--- src/core/aas_consts.svh ---
// Constants for the active antenna supervisor
`ifndef AAS_CONSTS_SVH
`define AAS_CONSTS_SVH

`define AAS_ADDR_W        8
`define AAS_DATA_W        32
`define AAS_REG_CTRL      8'h00
`define AAS_REG_STATUS    8'h04
`define AAS_REG_SUMMARY   8'h08
`define AAS_REG_INT_STAT  8'h0C
`define AAS_REG_INT_MASK  8'h10
`define AAS_CTRL_RST      4'h0
`define AAS_MASK_RST      4'h0

`define AAS_EVT_CHANGE    0
`define AAS_EVT_FAULT     1
`define AAS_EVT_OPEN      2
`define AAS_EVT_ANNOUNCE  3

`define AAS_CLK_KHZ       25000
`define AAS_RETRY_TIME_MS 1000
`define AAS_RETRY_CYC     (`AAS_RETRY_TIME_MS * `AAS_CLK_KHZ)
`define AAS_SETTLE_CYC    2'h3

`endif

--- src/core/aas_pkg.sv ---
// Types for the active antenna supervisor
package aas_pkg;

    typedef enum logic [1:0] {
        AAS_COND_INIT,
        AAS_COND_OK,
        AAS_COND_SHORT,
        AAS_COND_OPEN
    } aas_cond_e;

    typedef struct packed {
        logic presence_detect_enable;
        logic fault_auto_retry_enable;
        logic fault_detect_enable;
        logic supply_control_enable;
    } aas_ctrl_s;

    typedef struct packed {
        logic announce;
        logic open_hit;
        logic fault_hit;
        logic cond_change;
    } aas_evt_s;

    typedef struct packed {
        logic sr;
        logic pdos;
        logic od;
        logic sd;
        logic ac;
    } aas_summary_s;

endpackage

--- src/core/aas_sync.sv ---
// Two-stage synchroniser for the antenna sense pins
`timescale 1ns/100ps
module aas_sync #(
    parameter int WIDTH = 2
) (
    input  wire logic             sys_clk,
    input  wire logic             arst_n,
    input  wire logic [WIDTH-1:0] async_in,
    output logic      [WIDTH-1:0] sync_out
);
    logic [WIDTH-1:0] stage1;

    // Pins idle high through their pull-ups
    always_ff @(posedge sys_clk or negedge arst_n) begin
        if (!arst_n) begin
            stage1   <= {WIDTH{1'b1}};
            sync_out <= {WIDTH{1'b1}};
        end else begin
            stage1   <= async_in;
            sync_out <= stage1;
        end
    end
endmodule

--- src/core/aas_retry_timer.sv ---
// Retry timeout counter for short recovery
`timescale 1ns/100ps
module aas_retry_timer #(
    parameter int            CW      = 32,
    parameter logic [CW-1:0] LOAD_M1 = 32'h0000_0003
) (
    input  wire logic sys_clk,
    input  wire logic arst_n,
    input  wire logic start,
    input  wire logic cancel,
    output logic      done
);
    logic [CW-1:0] cnt;
    logic          busy;

    assign done = busy && (cnt == '0);

    // Start wins over cancel
    always_ff @(posedge sys_clk or negedge arst_n) begin
        if (!arst_n) begin
            cnt  <= '0;
            busy <= 1'b0;
        end else if (start) begin
            cnt  <= LOAD_M1;
            busy <= 1'b1;
        end else if (cancel || done) begin
            busy <= 1'b0;
        end else if (busy) begin
            cnt  <= cnt - CW'(1);
        end
    end
endmodule

--- src/core/aas_supervisor.sv ---
// Active antenna supervisor with register port and interrupt
//
// The address map and the address-and-strobe port are this design's own decisions.
`timescale 1ns/100ps
`include "aas_consts.svh"
module aas_supervisor
    import aas_pkg::*;
#(
    parameter int RETRY_CYCLES = `AAS_RETRY_CYC,
    parameter int TIMER_W      = 32
) (
    input  wire logic                   sys_clk,
    input  wire logic                   arst_n,
    input  wire logic [`AAS_ADDR_W-1:0] reg_addr,
    input  wire logic [`AAS_DATA_W-1:0] reg_wdata,
    input  wire logic                   reg_wr,
    input  wire logic                   reg_rd,
    output logic      [`AAS_DATA_W-1:0] reg_rdata,
    input  wire logic                   antenna_fault_sense_low,
    input  wire logic                   antenna_presence_input,
    output logic                        antenna_power_off,
    output aas_cond_e                   antenna_condition,
    output logic                        antenna_irq
);

    logic [1:0]   pins_s;
    aas_ctrl_s    ctrl;
    aas_cond_e    cond;
    aas_cond_e    next_cond;
    logic         retesting;
    logic         next_retest;
    logic [1:0]   settle;
    logic [1:0]   next_settle;
    logic         next_power_off;
    logic         timer_start;
    logic         timer_done;
    logic         supply_q;
    logic [3:0]   int_stat;
    logic [3:0]   int_mask;
    aas_evt_s     evt;
    aas_summary_s summary;
    logic [31:0]  rd_word;

    // Sense pins through the synchroniser
    aas_sync #(
        .WIDTH (2)
    ) u_sync (
        .sys_clk  (sys_clk),
        .arst_n   (arst_n),
        .async_in ({antenna_fault_sense_low, antenna_presence_input}),
        .sync_out (pins_s)
    );

    wire logic fault_seen    = ~pins_s[1];
    wire logic presence_seen = pins_s[0];

    wire logic sup_on   = ctrl.supply_control_enable;
    wire logic fault_en = ctrl.fault_detect_enable;
    wire logic retry_en = ctrl.fault_auto_retry_enable;
    wire logic open_en  = ctrl.presence_detect_enable;

    // Exact address match for one register
    function automatic logic addr_hit(input logic [`AAS_ADDR_W-1:0] a,
                                      input logic [`AAS_ADDR_W-1:0] off);
        return a == off;
    endfunction

    // Register decode
    wire logic wr_ctrl = reg_wr && addr_hit(reg_addr, `AAS_REG_CTRL);
    wire logic wr_stat = reg_wr && addr_hit(reg_addr, `AAS_REG_INT_STAT);
    wire logic wr_mask = reg_wr && addr_hit(reg_addr, `AAS_REG_INT_MASK);

    // Retry timeout
    wire logic timer_cancel = !(cond == AAS_COND_SHORT && retry_en);

    aas_retry_timer #(
        .CW      (TIMER_W),
        .LOAD_M1 (TIMER_W'(RETRY_CYCLES - 1))
    ) u_timer (
        .sys_clk (sys_clk),
        .arst_n  (arst_n),
        .start   (timer_start),
        .cancel  (timer_cancel),
        .done    (timer_done)
    );

    // Condition tracking
    always_comb begin
        next_cond   = cond;
        next_retest = retesting;
        next_settle = settle;
        if (!sup_on) begin
            next_cond   = AAS_COND_INIT;
            next_retest = 1'b0;
            next_settle = 2'h0;
        end else begin
            unique case (cond)
                AAS_COND_INIT: begin
                    next_cond = AAS_COND_OK;
                end
                AAS_COND_OK, AAS_COND_OPEN: begin
                    if (fault_en && fault_seen) begin
                        next_cond   = AAS_COND_SHORT;
                    end else if (open_en && !presence_seen) begin
                        next_cond = AAS_COND_OPEN;
                    end else begin
                        next_cond = AAS_COND_OK;
                    end
                end
                AAS_COND_SHORT: begin
                    if (!fault_en) begin
                        next_cond   = AAS_COND_OK;
                        next_retest = 1'b0;
                    end else if (retesting) begin
                        if (settle != 2'h0) begin
                            next_settle = 2'(settle - 2'h1);
                        end else if (fault_seen) begin
                            next_retest = 1'b0;
                        end else begin
                            next_cond   = AAS_COND_OK;
                            next_retest = 1'b0;
                        end
                    end else if (timer_done) begin
                        next_retest = 1'b1;
                        next_settle = `AAS_SETTLE_CYC;
                    end
                end
            endcase
        end
    end

    // Power removed only for a latched short with auto retry
    assign next_power_off = sup_on && retry_en && (next_cond == AAS_COND_SHORT)
                            && !next_retest;

    // Timer restarts each time power is cut
    assign timer_start = next_power_off && !antenna_power_off;

    always_ff @(posedge sys_clk or negedge arst_n) begin
        if (!arst_n) begin
            cond              <= AAS_COND_INIT;
            retesting         <= 1'b0;
            settle            <= 2'h0;
            antenna_power_off <= 1'b0;
            supply_q          <= 1'b0;
        end else begin
            cond              <= next_cond;
            retesting         <= next_retest;
            settle            <= next_settle;
            antenna_power_off <= next_power_off;
            supply_q          <= sup_on;
        end
    end

    assign antenna_condition = cond;

    // Active function summary
    assign summary.ac   = sup_on;
    assign summary.sd   = sup_on && fault_en;
    assign summary.od   = sup_on && open_en;
    assign summary.pdos = sup_on && fault_en && retry_en;
    assign summary.sr   = sup_on && fault_en && retry_en;

    // Events
    assign evt.cond_change = (next_cond != cond);
    assign evt.fault_hit   = (next_cond == AAS_COND_SHORT) && (cond != AAS_COND_SHORT);
    assign evt.open_hit    = (next_cond == AAS_COND_OPEN) && (cond != AAS_COND_OPEN);
    assign evt.announce    = sup_on && !supply_q;

    // Registers; set wins over write-one-to-clear
    always_ff @(posedge sys_clk or negedge arst_n) begin
        if (!arst_n) begin
            ctrl     <= aas_ctrl_s'(`AAS_CTRL_RST);
            int_mask <= `AAS_MASK_RST;
            int_stat <= 4'h0;
        end else begin
            if (wr_ctrl) begin
                ctrl <= aas_ctrl_s'(reg_wdata[3:0]);
            end
            if (wr_mask) begin
                int_mask <= reg_wdata[3:0];
            end
            int_stat <= (int_stat & ~(wr_stat ? reg_wdata[3:0] : 4'h0)) | evt;
        end
    end

    assign antenna_irq = |(int_stat & int_mask);

    // Read selection
    assign rd_word = addr_hit(reg_addr, `AAS_REG_CTRL)     ? {28'h0, ctrl} :
                     addr_hit(reg_addr, `AAS_REG_STATUS)   ? {28'h0, retesting,
                                                            !antenna_power_off, cond} :
                     addr_hit(reg_addr, `AAS_REG_SUMMARY)  ? {27'h0, summary} :
                     addr_hit(reg_addr, `AAS_REG_INT_STAT) ? {28'h0, int_stat} :
                     addr_hit(reg_addr, `AAS_REG_INT_MASK) ? {28'h0, int_mask} :
                     32'h0000_0000;

    always_ff @(posedge sys_clk or negedge arst_n) begin
        if (!arst_n) begin
            reg_rdata <= 32'h0000_0000;
        end else begin
            reg_rdata <= reg_rd ? rd_word : 32'h0000_0000;
        end
    end

    // Checks
    logic [TIMER_W-1:0] off_cnt;

    always_ff @(posedge sys_clk or negedge arst_n) begin
        if (!arst_n) begin
            off_cnt <= '0;
        end else if (antenna_power_off) begin
            off_cnt <= off_cnt + TIMER_W'(1);
        end else begin
            off_cnt <= '0;
        end
    end
endmodule

--- config.mk ---
export PLATFORM = sky130hd
export DESIGN_NAME = aas_supervisor
export DESIGN_NICKNAME = d
export VERILOG_FILES = /design/src/core/aas_pkg.sv /design/src/core/aas_sync.sv /design/src/core/aas_retry_timer.sv /design/src/core/aas_supervisor.sv
export VERILOG_INCLUDE_DIRS = /design/src /design/src/core
export SDC_FILE = /design/constraint.sdc
export NUM_CORES = 1
export LEC_CHECK = 0
export BUFFER_PORTS_ARGS = -buffer_cell sky130_fd_sc_hd__buf_2
export CORE_MARGIN = 4
export CORE_UTILIZATION = 45
export CTS_CLUSTER_DIAMETER = 200
export CTS_CLUSTER_SIZE = 8
export DETAILED_ROUTE_END_ITERATION = 6
export PLACE_DENSITY_LB_ADDON = 0.15
export SYNTH_ARGS = -nofsm -noshare
export SYNTH_HDL_FRONTEND = slang
export SYNTH_SLANG_ARGS = --single-unit
--- constraint.sdc ---
create_clock -name sys_clk -period 4.7 [get_ports sys_clk]
set_input_delay 0.705 -clock sys_clk [delete_from_list [all_inputs] [get_ports sys_clk]]
set_output_delay 0.705 -clock sys_clk [all_outputs]
set_load 0.01 [all_outputs]
==> impl_metrics.ini, run 1 <==
[synth]
synth_top_area_share_pct = 42.13
yosysTopAreaCell = dfrtp_1
syn_avg_cell_area_um2 = 9.619
synth_area_um2 = 3386
ys_ff_latch = 61
synth_edf_count = 0
synth.area.top_cells = dfrtp_1, buf_4, or3_1
synth.most_common_cell = dfrtp_1
yosys_warnings = 0
synth_seq_area_share_pct = 45.23
synth-async-reset-ratio_pct = 100.0
synth.distinct_cells = 53
synthCells = 352
ys_top_cells_by_count = dfrtp_1, or3_1, buf_4
synth-main-ff-cell = dfrtp_1

[floorplan]
num_rows = 31
core_area_um2 = 7292
initial_core_util_pct = 46.43
die_w_um = 94.74
ios = 82
die_area_um2 = 8976
die_h_um = 94.74

[worst_hold_path]
hold_class = flip-flop to flip-flop

[finish]
final-seq-area_um2 = 1531
fillCellCount = 709
multi_input_area_um2 = 1658
final_cells = 479
layout-drive-gt1-share_pct = 17.37
stdcell_area_um2 = 3707
n_antenna_cell = 0
post-route-util_pct = 50.84
fin_nets = 424
areaGrowthSynthToFinish_pct = 9.498

[sta]
fin_crit_sh_pct = 65.76
slew_headroom_pct = 25.61
hold_slack_ns = 0.3583
fin_ws_ns = 1.609
worstMarginPinSlew_ns = 1.114
rsz0062_at_grt = false
skew_ns = 0.007895
period_needed_ns = 3.091
tns_ns = 0
hold_violations = 0
finalMaxSlewViolations = 0
max_freq_mhz = 323.6
finalSetupViolCount = 0

[detailed_routing]
drc = 0
vias = 2720
routed_wl_um = 7204
viasPerCell = 5.678
wl_per_cell_um = 15.04
firstDrtPassIters = 6
first_iter_violations = 97
ant_nets = 0

[clock_tree]
cts_buffer_depth = 2
cts_resized = 0
cts_setup_buffers = 0
cts-hold-fix-buffers = 0
cts_buffers = 9
cts-root-buf = clkbuf_8
clock_latency_ns = 0.34
cts_htree_levels = 3
tritoncts = yes
cts.clk_slew.worst_paths_ns = 0.07
cts.sinks = 61

[placement]
port_buffers = 26
dp_hpwl_um = 4956
placedInstanceArea_um2 = 3481
placed_cells = 463
pre_cts_ws_ns = 1.612
gp_congestion = 0.8451

[global_route]
grt_max_degree = 62
grt.overflow.total = 0
grt_pass1_vias = 2382
grt_pass1_wl_um = 11740
antenna_found_initial = 0
grt_use_total_pct = 16.57

[setup_path]
critical_path_class = flip-flop to flip-flop
critPathLaunchType = flip-flop
worst-path-max-fanout = 19
crit_required_ns = 4.97
cp.arrival_ns = 3.36
cp-end-kind = flip-flop

[run]
max_cap_violations = 0

[status]
outcome = finished clean

[power_and_ir_drop]
vdd_drop_max_mv = 0.1425
total_power_mw = 1.124
power.density_nw_per_um2 = 303.1
leakage_nw = 1.767
## power by group
group	total (mW)	internal, mW	switching [mW]
registers	0.541	0.533	0.00806
logic	0.0492	0.0156	0.0336
clock network	0.533	0.328	0.205
## cells by family (layout without fill, tap and decap cells)
| family | count (synthesis) | count (layout) | synth area share (%) |
|---|---|---|---|
| buf+inv | 48 | 50 | 8.832 |
| simple gates | 141 | 141 | 24.43 |
| fa+ha+maj | 3 | 3 | 1.109 |
| mux | 11 | 11 | 3.659 |
| compound gates | 83 | 83 | 15.60 |
| other cells | 1 | 27 | 0.1108 |
| flops | 61 | 61 | 45.23 |
| xor+xnor | 4 | 4 | 1.035 |
## per-layer routing
| layer | GRT usage (%) | up-vias | share of wire [%] |
|---|---|---|---|
| li1 | - | 1304 | - |
| met1 | 25.95 | 1338 | 50 |
| met2 | 22.72 | 69 | 43 |
| met3 | 3.586 | 9 | 5.2 |
| met4 | 4.688 | 0 | 1.1 |
| met5 | 0 | - | 0 |
## layout by cell type, fill, tap and decap left out, drive strengths merged, types with 11 or more instances in the layout
master,netlist,layout
a21oi,21,21
buf,34,28
clkbuf,8,13
conb,1,27
dfrtp,57,57
mux2,11,11
nand2,23,23
nand3,19,19
nor2,11,11
o21ai,27,27
or3,30,30
or4,15,15
## registers in the layout, summed over array words and instances, names as in the netlist, 2 cells and up
signal and cells:
u_sync.stage1 2, reg_rdata 5, int_mask 4, int_stat 4, settle 2, u_timer.cnt 32
u_sync.sync_out 2, antenna_condition 2
## worst max-delay path, cell delays in order (launching register included)
cell and delay, ns:
dfrtp_1 0.45, or4_1 0.66, or4_4 0.55, nor4_4 0.21, buf_4 0.26, a211o_1 0.59, o221a_1 0.30
## layout make-up
class | count | area share [%]
clock buffer | 13 | 4.286
clock inverter | 3 | 1.822
multi-input combinational | 269 | 44.72
sequential | 61 | 41.31
tap | 99 | 3.341
inverter | 6 | 0.6075
timing repair buffer | 28 | 3.915
## path summary, 6_finish.rpt
check / startpoint / endpoint / slack (ns) / depth (start not counted)
hold / removal: u_sync.stage1[0] / u_sync.sync_out[0] / 0.36 / 0
max in group asynchronous: arst_n / u_timer.cnt[8] / 3.67 / 2
setup / recovery: u_timer.cnt[9] / u_timer.cnt[6] / 1.61 / 6
setup reg to reg: u_timer.cnt[9] / u_timer.cnt[6] / 1.61 / 6
hold reg to reg: u_sync.stage1[0] / u_sync.sync_out[0] / 0.36 / 0
min in group asynchronous: arst_n / u_timer.cnt[29] / 0.52 / 2
No activity file was read; power rests on OpenSTA's default activity.
==> run 2, diff against run 1 <==
- ABC_AREA: unset -> 1
- clock period: 4.7 -> 2.8 ns (I/O delays scaled with it)
==> run 2 against run 1 <==
Sequential share of layout area decreased by 4.4 points. Die area up 11%. Wire length is 9.2% higher. Clock skew hardly changed. Sequential cell count stayed put. Setup slack lost 0.95 ns. Fmax is 44% higher. Register-to-register slack worse by 0.95 ns. Combinational power increased by 78%. Via count grew 14%. Area after synthesis increased by 12%. Synthesized cell count is 48% higher. Largest power group unchanged.
==> impl_metrics.ini, run 2 <==
[status]
outcome = finished clean

[floorplan]
initial_core_util_pct = 46.22
die_h_um = 99.86
num_rows = 33
die_w_um = 99.86
ios = 82
core_area_um2 = 8217
die_area_um2 = 9972

[detailed_routing]
vias = 3109
routed_wl_um = 7866
ant_nets = 0
drc = 0
viasPerCell = 4.696
firstDrtPassIters = 5
wl_per_cell_um = 11.88
first_iter_violations = 113

[placement]
gp_congestion = 0.8117
dp_hpwl_um = 5901
pre_cts_ws_ns = 0.6296
port_buffers = 26

[power_and_ir_drop]
total_power_mw = 1.897
intPower_mw = 1.474
clkPwrFrac_pct = 47.3
seq_power_share_pct = 48.1
p_switching_uw = 423.2
switching_share_pct = 22.31
leakage_nw = 2.430
power_frac_comb_pct = 4.6
vdd_drop_max_mv = 0.2730
power.density_nw_per_um2 = 456.8

[global_route]
grt_pass1_vias = 2913
grt.overflow.total = 0
grt_use_total_pct = 16.74
grt_max_degree = 34
grt_pass1_wl_um = 13430
antenna_found_initial = 0

[finish]
fillCellCount = 873
final_cell_mix = nand2_1, inv_1, nor2_1
areaGrowthSynthToFinish_pct = 9.357
largest-register = u_timer.cnt
n_antenna_cell = 0
final_common_cell = nand2_1
reg_top3 = u_timer.cnt: 32 flops, reg_rdata: 5 flops
layout-drive-gt1-share_pct = 15.44
largest_register_ffs = 32
fin_nets = 601

[synth]
synth_edf_count = 0
yosysTopAreaCell = dfrtp_1
synthCells = 521
synth_area_um2 = 3797
ys_top_cells_by_count = nand2_1, inv_1, nor2_1
synth_top_area_share_pct = 37.56
synth.distinct_cells = 34
synth-main-ff-cell = dfrtp_1
syn_avg_cell_area_um2 = 7.289
ys_ff_latch = 61
yosys_warnings = 0
synth.most_common_cell = nand2_1
synth_seq_area_share_pct = 40.33
synth-async-reset-ratio_pct = 100.0
synth.area.top_cells = dfrtp_1, nand2_1, inv_1

[clock_tree]
cts-hold-fix-buffers = 0
cts_resized = 0
cts.clk_slew.worst_paths_ns = 0.07
tritoncts = yes
cts_htree_levels = 3
cts_buffers = 9
cts_setup_buffers = 0
cts.sinks = 61
cts-root-buf = clkbuf_8
cts_buffer_depth = 2
clock_latency_ns = 0.34

[sta]
skew_ns = 0.007999
fin_crit_sh_pct = 76.40
slew_headroom_pct = 52.24
fin_ws_ns = 0.6608
finalSetupViolCount = 0
worstMarginPinSlew_ns = 0.7164
tns_ns = 0
hold_violations = 0
period_needed_ns = 2.139
max_freq_mhz = 467.5
finalMaxSlewViolations = 0
rsz0062_at_grt = false

[setup_path]
reg2reg_depth = 10
worst-path-max-fanout = 33
critical_path_class = flip-flop to flip-flop
critPathLaunchType = flip-flop
crit_required_ns = 3.03
cp.arrival_ns = 2.37
cp-end-kind = flip-flop

[run]
max_cap_violations = 0

[worst_hold_path]
hold_class = input pin to asynchronous set/reset pin
-- run 2: cell count changes after synthesis, sizes merged, moves of 6 or more --
cell    previous run  this run
mux2              11         0
o31ai              7         1
xnor2              1         7
nand2             23       142
a21oi             21        10
inv                6        93
xor2               3        16
clkbuf             8         1
or4               15         0
or3               30         0
nor2              11        69
nand4              3        14
-- run 2: layer usage --
| layer | vias to the layer above | global-route usage, % | share of wire [%] |
|---|---|---|---|
| met5 | - | 0 | 0 |
| met4 | 0 | 6.408 | 1.3 |
| met3 | 13 | 3.683 | 4.3 |
| met2 | 60 | 26.06 | 47 |
| met1 | 1431 | 22.79 | 48 |
| li1 | 1605 | - | - |
-- run 2: cells by family (layout without fill, tap and decap cells) --
family	Yosys count	in the layout	synth area share, %
DFF	61	61	40.33
other	1	27	0.09875
buffers and inverters	128	138	16.18
AOI/OAI and AO/OA	42	42	6.030
adders and majority gates	3	3	0.9886
xor gates and xnor gates	23	23	5.305
and+or+nand+nor	263	263	31.07
-- run 2: critical path, cell delays in order (launching register included) --
cell and delay (ns):
dfrtp_1 0.37, inv_1 0.06, ha_1 0.19, nand2_1 0.07, nand3_2 0.13, nand3_1 0.15, nand3_1 0.13, nor2_2 0.17
nand4_4 0.49, nand2_1 0.23, inv_2 0.04
-- run 2: path summary, 6_finish.rpt --
path | start | to | slack (ns)
min in group sys_clk | antenna_fault_sense_low | u_sync.stage1[1] | 0.18
min | arst_n | u_timer.cnt[22] | 0.14
max reg2reg | settle[0] | u_timer.cnt[31] | 0.66
min reg2reg | u_sync.stage1[0] | u_sync.sync_out[0] | 0.36
max | settle[0] | u_timer.cnt[31] | 0.66
max in group asynchronous | arst_n | u_sync.stage1[0] | 1.98
-- run 2: area by class of cell --
class | instances | area (um^2) | share of cell area (%)
Tap cell | 105 | 131.4 | 3.164
Sequential cell | 61 | 1531 | 36.88
Clock buffer | 13 | 158.9 | 3.826
Multi-Input combinational cell | 358 | 1749 | 42.12
Inverter | 93 | 349.1 | 8.406
Clock inverter | 3 | 67.56 | 1.627
Timing Repair Buffer | 29 | 165.2 | 3.977
-- run 2: power by group through the flow --
stage | Clock, mW | Combinational, mW | Sequential, mW
after floorplan | 0 | 0.0734 | 0.922
after global placement | 0 | 0.0878 | 0.927
after detailed placement | 0 | 0.0889 | 0.928
after CTS | 0.917 | 0.0893 | 0.911
after global routing | 0.958 | 0.102 | 0.913
final | 0.898 | 0.0877 | 0.912
-- run 2: per-stage QoR --
stage,utilization [%],cells,instance area [um^2],hold WS (ns)
after global placement,47.78,646,3926,0.3469
after CTS,50.54,662,4153,0.1643
after floorplan,-,547,3895,0.1244
after detailed placement,47.78,646,3926,0.3530
final,50.54,662,4153,0.1378
after global routing,50.54,662,4153,0.1630
